==> config.mk <==
export PLATFORM = sky130hd
export DESIGN_NAME = output_cell_bank
export DESIGN_NICKNAME = d
export VERILOG_FILES = /design/src/rtl/output_cell_pkg.sv /design/src/rtl/output_cell_bank.sv
export SDC_FILE = /design/constraint.sdc
export NUM_CORES = 1
export LEC_CHECK = 0
export BUFFER_PORTS_ARGS = -buffer_cell sky130_fd_sc_hd__buf_4
export CAP_MARGIN = 15
export CORE_MARGIN = 8
export CORE_UTILIZATION = 35
export DETAILED_ROUTE_END_ITERATION = 7
export GPL_TIMING_DRIVEN = 1
export PLACE_DENSITY = 0.68
export SYNTH_ARGS = -nofsm -noshare
export SYNTH_HDL_FRONTEND = slang
export SYNTH_SLANG_ARGS = --single-unit
==> constraint.sdc <==
create_clock -name ref_clk -period 1.9 [get_ports ref_clk]
set_clock_uncertainty 0.15 [all_clocks]
set_input_delay 0.38 -clock ref_clk [delete_from_list [all_inputs] [get_ports ref_clk]]
set_output_delay 0.38 -clock ref_clk [all_outputs]
set_load 0.02 [all_outputs]
==> src/rtl/output_cell_pkg.sv <==
/*
  Constants, register map and carrier types for the programmable output
  cell bank.
  Assumes a single clock domain and a plain strobe-based register port.
*/
package output_cell_pkg;

  // Bank geometry
  localparam int CELL_COUNT = 10;
  localparam int CFG_BITS = 4;
  localparam int ADDR_W = 8;
  localparam int DATA_W = 32;

  // Positions of the four configuration bits inside a cell word
  localparam int POL_BIT_POS = 0;
  localparam int PATH_BIT_POS = 1;
  localparam int OE_SRC_BIT_POS = 2;
  localparam int FB_BIT_POS = 3;

  // Values after reset: a blank cell reads all zero
  localparam logic [3:0] CFG_RESET = 4'h0;
  localparam logic CELL_Q_RESET = 1'b0;
  // Synchronised enable pin rests at its inactive (high) level
  localparam logic OE_PIN_RESET = 1'b1;

  // Register map, byte addresses, one aligned word each
  localparam logic [ADDR_W-1:0] CFG_BASE_ADDR = 8'h00;
  localparam logic [ADDR_W-1:0] CELL_STATE_ADDR = 8'h28;
  localparam logic [ADDR_W-1:0] PIN_LEVEL_ADDR = 8'h2c;
  localparam logic [ADDR_W-1:0] DRIVE_STATE_ADDR = 8'h30;
  localparam logic [ADDR_W-1:0] FEEDBACK_ADDR = 8'h34;

  // Configuration word of one cell, bit 0 is the polarity select
  typedef struct packed {
    logic feedback_source_bit;
    logic enable_source_bit;
    logic registered_or_comb_bit;
    logic polarity_select_bit;
  } cell_cfg_t;

  // Register port request from the controlling logic
  typedef struct packed {
    logic [ADDR_W-1:0] addr;
    logic [DATA_W-1:0] wdata;
    logic wr;
    logic rd;
  } reg_req_t;

endpackage : output_cell_pkg

==> src/rtl/output_cell_bank.sv <==
/*
  Bank of programmable output cells: per-cell polarity, registered or
  combinational path, enable source and feedback source, with a register
  port holding the configuration and showing cell state.
  Assumes sum and enable terms come from array logic on ref_clk; the pin
  levels and the dedicated enable pin come from outside and are
  synchronised here. The testbench resolves the pin wires from pin_oe.
*/
// The plain strobed port and the register addresses are this design's own decisions.
`timescale 1ns/1ns

module output_cell_bank
  import output_cell_pkg::*;
#(
  parameter int NUM_CELLS = CELL_COUNT
) (
  // Clock, reset, enable
  input wire logic ref_clk,
  input wire logic reset,
  input wire logic ce,
  // Register port
  input wire reg_req_t req,
  output logic [DATA_W-1:0] rdata,
  // Array side
  input wire logic [NUM_CELLS-1:0] sum_term,
  input wire logic [NUM_CELLS-1:0] oe_term,
  output logic [NUM_CELLS-1:0] feedback,
  // Pins
  input wire logic oe_pin_n,
  input wire logic [NUM_CELLS-1:0] pin_in,
  output logic [NUM_CELLS-1:0] pin_out,
  output logic [NUM_CELLS-1:0] pin_oe
);

  // Status words show one bit per cell in a 32-bit word
  if (NUM_CELLS < 1 || NUM_CELLS > 10) begin : g_bad_count
    $error("NUM_CELLS must lie between 1 and 10");
  end

  typedef struct packed {
    cell_cfg_t [NUM_CELLS-1:0] cfg;
    logic [NUM_CELLS-1:0] q;
    logic [NUM_CELLS-1:0] pin_s1;
    logic [NUM_CELLS-1:0] pin_s2;
    logic oe_n_s1;
    logic oe_n_s2;
    logic [DATA_W-1:0] rdata;
  } state_t;

  state_t state_ff;
  state_t nxt_state;

  logic [NUM_CELLS-1:0] pol_v;
  logic [NUM_CELLS-1:0] comb_v;
  logic [NUM_CELLS-1:0] src_v;
  logic [NUM_CELLS-1:0] fbsel_v;
  logic [NUM_CELLS-1:0] raw_val;
  logic [DATA_W-1:0] pad_zero;
  logic [5:0] word_idx;
  logic cfg_hit;

  assign pad_zero = '0;
  assign word_idx = req.addr[7:2];
  // A cell word lies on an aligned address below the status block
  assign cfg_hit = (req.addr[1:0] == 2'h0) &&
                   (int'(word_idx) < NUM_CELLS);

  // Per-cell output path
  for (genvar i = 0; i < NUM_CELLS; i++) begin : g_cell
    assign pol_v[i] = state_ff.cfg[i].polarity_select_bit;
    assign comb_v[i] = state_ff.cfg[i].registered_or_comb_bit;
    assign src_v[i] = state_ff.cfg[i].enable_source_bit;
    assign fbsel_v[i] = state_ff.cfg[i].feedback_source_bit;
    // Combinational mode bypasses the register for the pin; register feedback still shows q
    assign raw_val[i] = comb_v[i] ? sum_term[i] : state_ff.q[i];
    // Polarity inverts the chosen value when the bit is clear
    assign pin_out[i] = pol_v[i] ? raw_val[i] : ~raw_val[i];
    // Enable pin is active low, the product term active high
    assign pin_oe[i] = src_v[i] ? oe_term[i] : ~state_ff.oe_n_s2;
    // Pin feedback sees the pin level even while not driving
    assign feedback[i] = fbsel_v[i] ? state_ff.pin_s2[i]
                                    : state_ff.q[i];
  end

  assign rdata = state_ff.rdata;

  always_comb begin
    nxt_state = state_ff;
    // Read data freezes with ce low too, so a stalled read keeps its word
    if (ce) begin
      nxt_state.rdata = '0;
      // Cell register follows the sum term on every enabled edge
      nxt_state.q = sum_term;
      nxt_state.pin_s1 = pin_in;
      nxt_state.pin_s2 = state_ff.pin_s1;
      nxt_state.oe_n_s1 = oe_pin_n;
      nxt_state.oe_n_s2 = state_ff.oe_n_s1;
      // Each word touches only its own cell
      if (req.wr && cfg_hit) begin
        nxt_state.cfg[word_idx] = req.wdata[CFG_BITS-1:0];
      end
      if (req.rd) begin
        if (cfg_hit) begin
          nxt_state.rdata = {pad_zero[DATA_W-1:CFG_BITS],
                             state_ff.cfg[word_idx]};
        end else begin
          // Drive state shows the live enable, not a registered copy
          case (req.addr)
            CELL_STATE_ADDR: begin
              nxt_state.rdata = {pad_zero[DATA_W-1:NUM_CELLS],
                                 state_ff.q};
            end
            PIN_LEVEL_ADDR: begin
              nxt_state.rdata = {pad_zero[DATA_W-1:NUM_CELLS],
                                 state_ff.pin_s2};
            end
            DRIVE_STATE_ADDR: begin
              nxt_state.rdata = {pad_zero[DATA_W-1:NUM_CELLS], pin_oe};
            end
            FEEDBACK_ADDR: begin
              nxt_state.rdata = {pad_zero[DATA_W-1:NUM_CELLS],
                                 feedback};
            end
            default: begin
              nxt_state.rdata = '0;
            end
          endcase
        end
      end
    end
  end

  // Reset wins over the clock enable so a frozen bank still starts blank
  always_ff @(posedge ref_clk) begin
    if (reset) begin
      state_ff.cfg <= {NUM_CELLS{CFG_RESET}};
      state_ff.q <= {NUM_CELLS{CELL_Q_RESET}};
      state_ff.pin_s1 <= '0;
      state_ff.pin_s2 <= '0;
      state_ff.oe_n_s1 <= OE_PIN_RESET;
      state_ff.oe_n_s2 <= OE_PIN_RESET;
      state_ff.rdata <= '0;
    end else begin
      state_ff <= nxt_state;
    end
  end

  // The same path rules hold in every cell, not only in cell zero
  for (genvar k = 0; k < NUM_CELLS; k++) begin : g_cell_chk

  end
endmodule : output_cell_bank

======== Word-level counts from Yosys, hierarchy flattened ========
Index checks and enable logic that the tools add are counted.
word-level totals
  flip-flop bits (word level) ............. 104
  bits of input ports ..................... 76
  output and inout port bits .............. 62
  logic and storage cells ................. 117
operators by class
  $lt $le $gt $ge ......................... 3
  equal/unequal tests ..................... 4
  mux-type cells .......................... 48
  bitwise logic cells ..................... 11
  reduce and logical (&&, ||, !) cells .... 5
operators by type and width
  kind                count
  $bwmux 40           1
  $mux 1              40
  $pmux 10 s4         1
  $eq 8x6->1 const B  4
  $mux 10             2
  $bmux 4 s4          1
  $demux 4 s4         1
  $not 1->1           11
  $mux 4              2
  $ge 6x1->1 const B  1
  $lt 6x4->1 const B  1
  $lt 6x5->1 const B  1
  $logic_and 1x1->1   3
  $logic_not 2->1     1
  $reduce_and 2->1    1

======== Depth between registers and ports, before layout ========
  depth after elaboration ................. 5
  mapped depth ............................ 7
  depth with buffers taken out ............ 5

======== Least setup slack after synthesis ========
Ideal clock, no wire load.
  kind .................................... input-to-reg
  start point ............................. input port req[36] in the netlist's numbering
  end point ............................... register rdata[2] (netlist name)
  library setup time ...................... 0.132 ns
  data arrival time ....................... 1.535 ns
  data required time ...................... 1.618 ns
  path slack .............................. 0.083 ns
  stages on the path ...................... 5
  buffers on the path ..................... 1
  path through ............................ buf_4 -> mux4_2 -> a22o_1 -> a32oi_1 -> a21oi_1
on the way
  longest elaborated chain between the ends .. 4
  elaborated cells between the ends (all ways) .. 11
  those cells by class .................... 1 x order compare; 4 x eq/ne; 5 x mux; 1 x reduce/logical
RTL lines
  element                                          line                     source
  from (decl)                                      output_cell_bank.sv:22   input wire reg_req_t req,
  $lt 6x4->1, or another cell as far along         output_cell_bank.sv:66   (int'(word_idx) < NUM_CELLS);
  $logic_and 1x1->1, or another cell as far along  output_cell_bank.sv:65   assign cfg_hit = (req.addr[1:0] == 2'h0) &&
  $mux 10 (*)                                      output_cell_bank.sv:103  if (cfg_hit) begin
  $mux 10 (*)                                      output_cell_bank.sv:102  if (req.rd) begin
Every way passes the cells marked *; elsewhere a longest branch is shown, timed or not. The select of a mux whose other input is x is not followed.
A chain may end at the register's enable or synchronous reset.

======== Worst setup path in the final report ========
  start point ............................. register state_ff[32] in the netlist's numbering
  end point ............................... output port pin_oe[6]
on the way
  longest elaborated chain between the ends .. 2
RTL lines
  element                 line                     source
  from (decl)             output_cell_bank.sv:50   state_t state_ff;
  from (signal assigned)  output_cell_bank.sv:144  state_ff <= nxt_state;
  $not 1->1               output_cell_bank.sv:79   assign pin_oe[i] = src_v[i] ? oe_term[i] : ~state_ff.oe_n_s2;
  $mux 1                  output_cell_bank.sv:79
  to (decl)               output_cell_bank.sv:32   output logic [NUM_CELLS-1:0] pin_oe
Every way passes these cells.

==> flow_summary.ini <==
[sta]
fmax_mhz = 543
hold-worst-slack_ns = 0.0971
rsz0062_at_grt = no
fin_crit_sh = 0.969
finalHoldViolCount = 0
min_period_ns = 1.84
setup_viol_count_final = 0
fin_setup_tns_ns = 0
slew_violations = 0

[place]
gp_congestion = 0.841
hpwlAfterDp_um = 10800
place_inst = 753
portBuffers = 87

[status]
status = complete, no violations

[die]
ios = 138
die_h_um = 130
fp.dieW_um = 130
fp.dieArea_um2 = 16800
start_util = 0.358
core_area_um2 = 12600
fp-row-count = 41

[clocking]
postCtsSetupBuffers = 0
cts_root_buf = clkbuf_16
clock_sinks = 82
clk_latency_ns = 0.34
cts_buffers = 9
hold_buffers = 0
cts_max_level = 3
clockBufferDepth = 2
cts.clk_slew.worst_paths_ns = 0.06
cts_tree = yes

[grt]
grt_overflow = 0
grt_max_degree = 46
grt_pass1_vias = 3872
track_usage = 0.166
grt_antenna_before_repair = 0
grt_pass1_wl_um = 21100

[route]
drt_iter0_markers = 255
viasPerCell = 5.03
wl_per_cell_um = 17.9
drt_pass1_iterations = 6
vias = 3865
postRouteAntennaNets = 0
route.detailed.drc = 0
wirelength_um = 13800

[yosys]
synth-seq-cells = 82
synth_top_family_by_area = multiplexers
synth_ff_type = dfxtp_1
synth_cells = 500
synth_area_per_cell_um2 = 9.03
synth_edf_count = 0
synth_fa_ha_area_frac = 0
synth_warnings = 0
synth_compound_area_frac = 0.0989
synth_mux_area_frac = 0.233
synth_area_um2 = 4520
ys_seq_area_frac = 0.363
async_flop_share = 0
yosysUniqueCellTypes = 43
synthXorXnorAreaFrac = 0.0213
synthSimpleGateAreaFrac = 0.188

[worst_setup_path]
crit_fanout = 9
worstSetupStartpointType = flip-flop
cp.required_ns = 1.37
crit_type = reg -> out
crit_path_end_kind = output port
cp.arrival_ns = 1.31

[pwr]
total_power_w = 0.00428
power_density_nw_per_um2 = 749
p_leak_nw = 2.37
ir_drop_mv = 0.504

[cells_and_area]
utilization = 0.453
layout.nets = 668
antennaDiodeCount = 0
drive_above_1_share = 0.293
finalNonFillerCells = 769
area_delta_synth_final_pct = 26.5

[job]
drv_cap = 0

[min_path]
hold_class = in -> reg
state kept, by name, summed over array words and instances, names as in the netlist:
signal / cells
state_ff: 32
comb_v: 10
fbsel_v: 10
pol_v: 10
rdata: 10
src_v: 10
per-stage QoR:
step | cell area, um2 | worst slack (ns)
final | 5710 | 0.0582
after global routing | 5710 | 0.00590
after CTS | 5700 | 0.0168
after detailed placement | 5370 | -0.0902
after global placement | 5370 | -0.0780
after floorplan | 4600 | 0.0827
cell families after synthesis:
kind of cell,count (synthesis)
and+or+nand+nor,166
DFF,82
muxes,99
AOI/OAI and AO/OA,68
xor gates and xnor gates,11
other,1
buffers and inverters,73
critical path, stage by stage, from the launching register on:
cell,delay (ns)
dfxtp_2,0.40
buf_4,0.18
o21ai_1,0.21
buf_4,0.18
report_power, final:
group	internal (W)	switching (W)	total, W
Clock	0.00116	0.000752	0.00191
Combinational	0.000243	0.000330	0.000573
Sequential	0.00175	0.0000354	0.00179
Total	0.00316	0.00112	0.00428
cells in the mapped netlist, types with 2 or more instances:
cell	n	area [um2]
nor2b_1	3	18.8
nor4b_4	2	47.6
a211o_1	2	17.5
nor2_8	2	40.0
nor3_4	2	32.5
o22ai_1	3	18.8
clkbuf_1	18	67.6
mux2i_1	85	851
nand3_1	28	140
o22a_1	3	26.3
nor2_1	63	236
a21oi_1	23	115
nand2_1	45	169
nor2_2	2	12.5
o32ai_1	3	26.3
o21ai_0	12	60.1
inv_1	9	33.8
a31o_1	3	26.3
xor2_1	11	96.3
mux4_2	4	90.1
o211a_1	3	30.0
and4bb_2	4	50.1
nor3_1	3	15.0
buf_2	9	45.0
and3_1	5	31.3
buf_4	36	270
a32oi_1	2	17.5
mux2_2	10	113
o221ai_1	3	26.3
o31ai_1	3	22.5
or3_1	2	12.5
dfxtp_1	82	1640
o211ai_1	3	22.5
a31oi_1	3	18.8
area by class of cell:
cell class	instances	area, um2
Clock buffer	9	225
Fill cell	1274	6910
Multi-Input combinational cell	366	2530
Sequential cell	82	1650
Inverter	9	33.8
Clock inverter	7	103
Tap cell	172	215
Timing Repair Buffer	124	956
worst paths after layout:
kind	to	depth (start not counted)	from	slack, ns
worst max-delay path	pin_oe[6]	3	state_ff[32]	0.06
worst min-delay path	state_ff[33]	2	oe_pin_n	0.1
worst max register to register	rdata[2]	4	src_v[4]	0.24
worst min register to register	rdata[9]	2	rdata[9]	0.31
routing by layer:
layer | wire, um | track usage | share of wire | vias to the layer above
met1 | 6260 | 0.207 | 0.46 | 1836
met5 | 0 | 0 | 0 | -
li1 | - | - | - | 1896
met3 | 733 | 0.0345 | 0.053 | 19
met4 | 235 | 0.0594 | 0.017 | 0
met2 | 6520 | 0.275 | 0.47 | 114
cells in the final DEF (no fill, tap or decap), drive strengths merged, types with 9 or more instances in the layout:
| cell type | synthesis | layout |
|---|---|---|
| nor2 | 67 | 67 |
| nand3 | 29 | 29 |
| nand2 | 45 | 45 |
| mux2i | 85 | 85 |
| a21oi | 23 | 23 |
| xor2 | 11 | 11 |
| dfxtp | 82 | 82 |
| inv | 9 | 10 |
| mux2 | 10 | 10 |
| clkbuf | 18 | 9 |
| conb | 1 | 22 |
| buf | 46 | 124 |
| o21ai | 12 | 12 |
repair_timing:
action / in CTS / in global routing
gates resized for setup: 6 / 5
pin swaps: 1 / 1
endpoints found under the hold margin: 0 / 0
endpoints found under the setup margin: 10 / 4
gates cloned: 0 / 0
No activity file was read; power rests on OpenSTA's default activity.
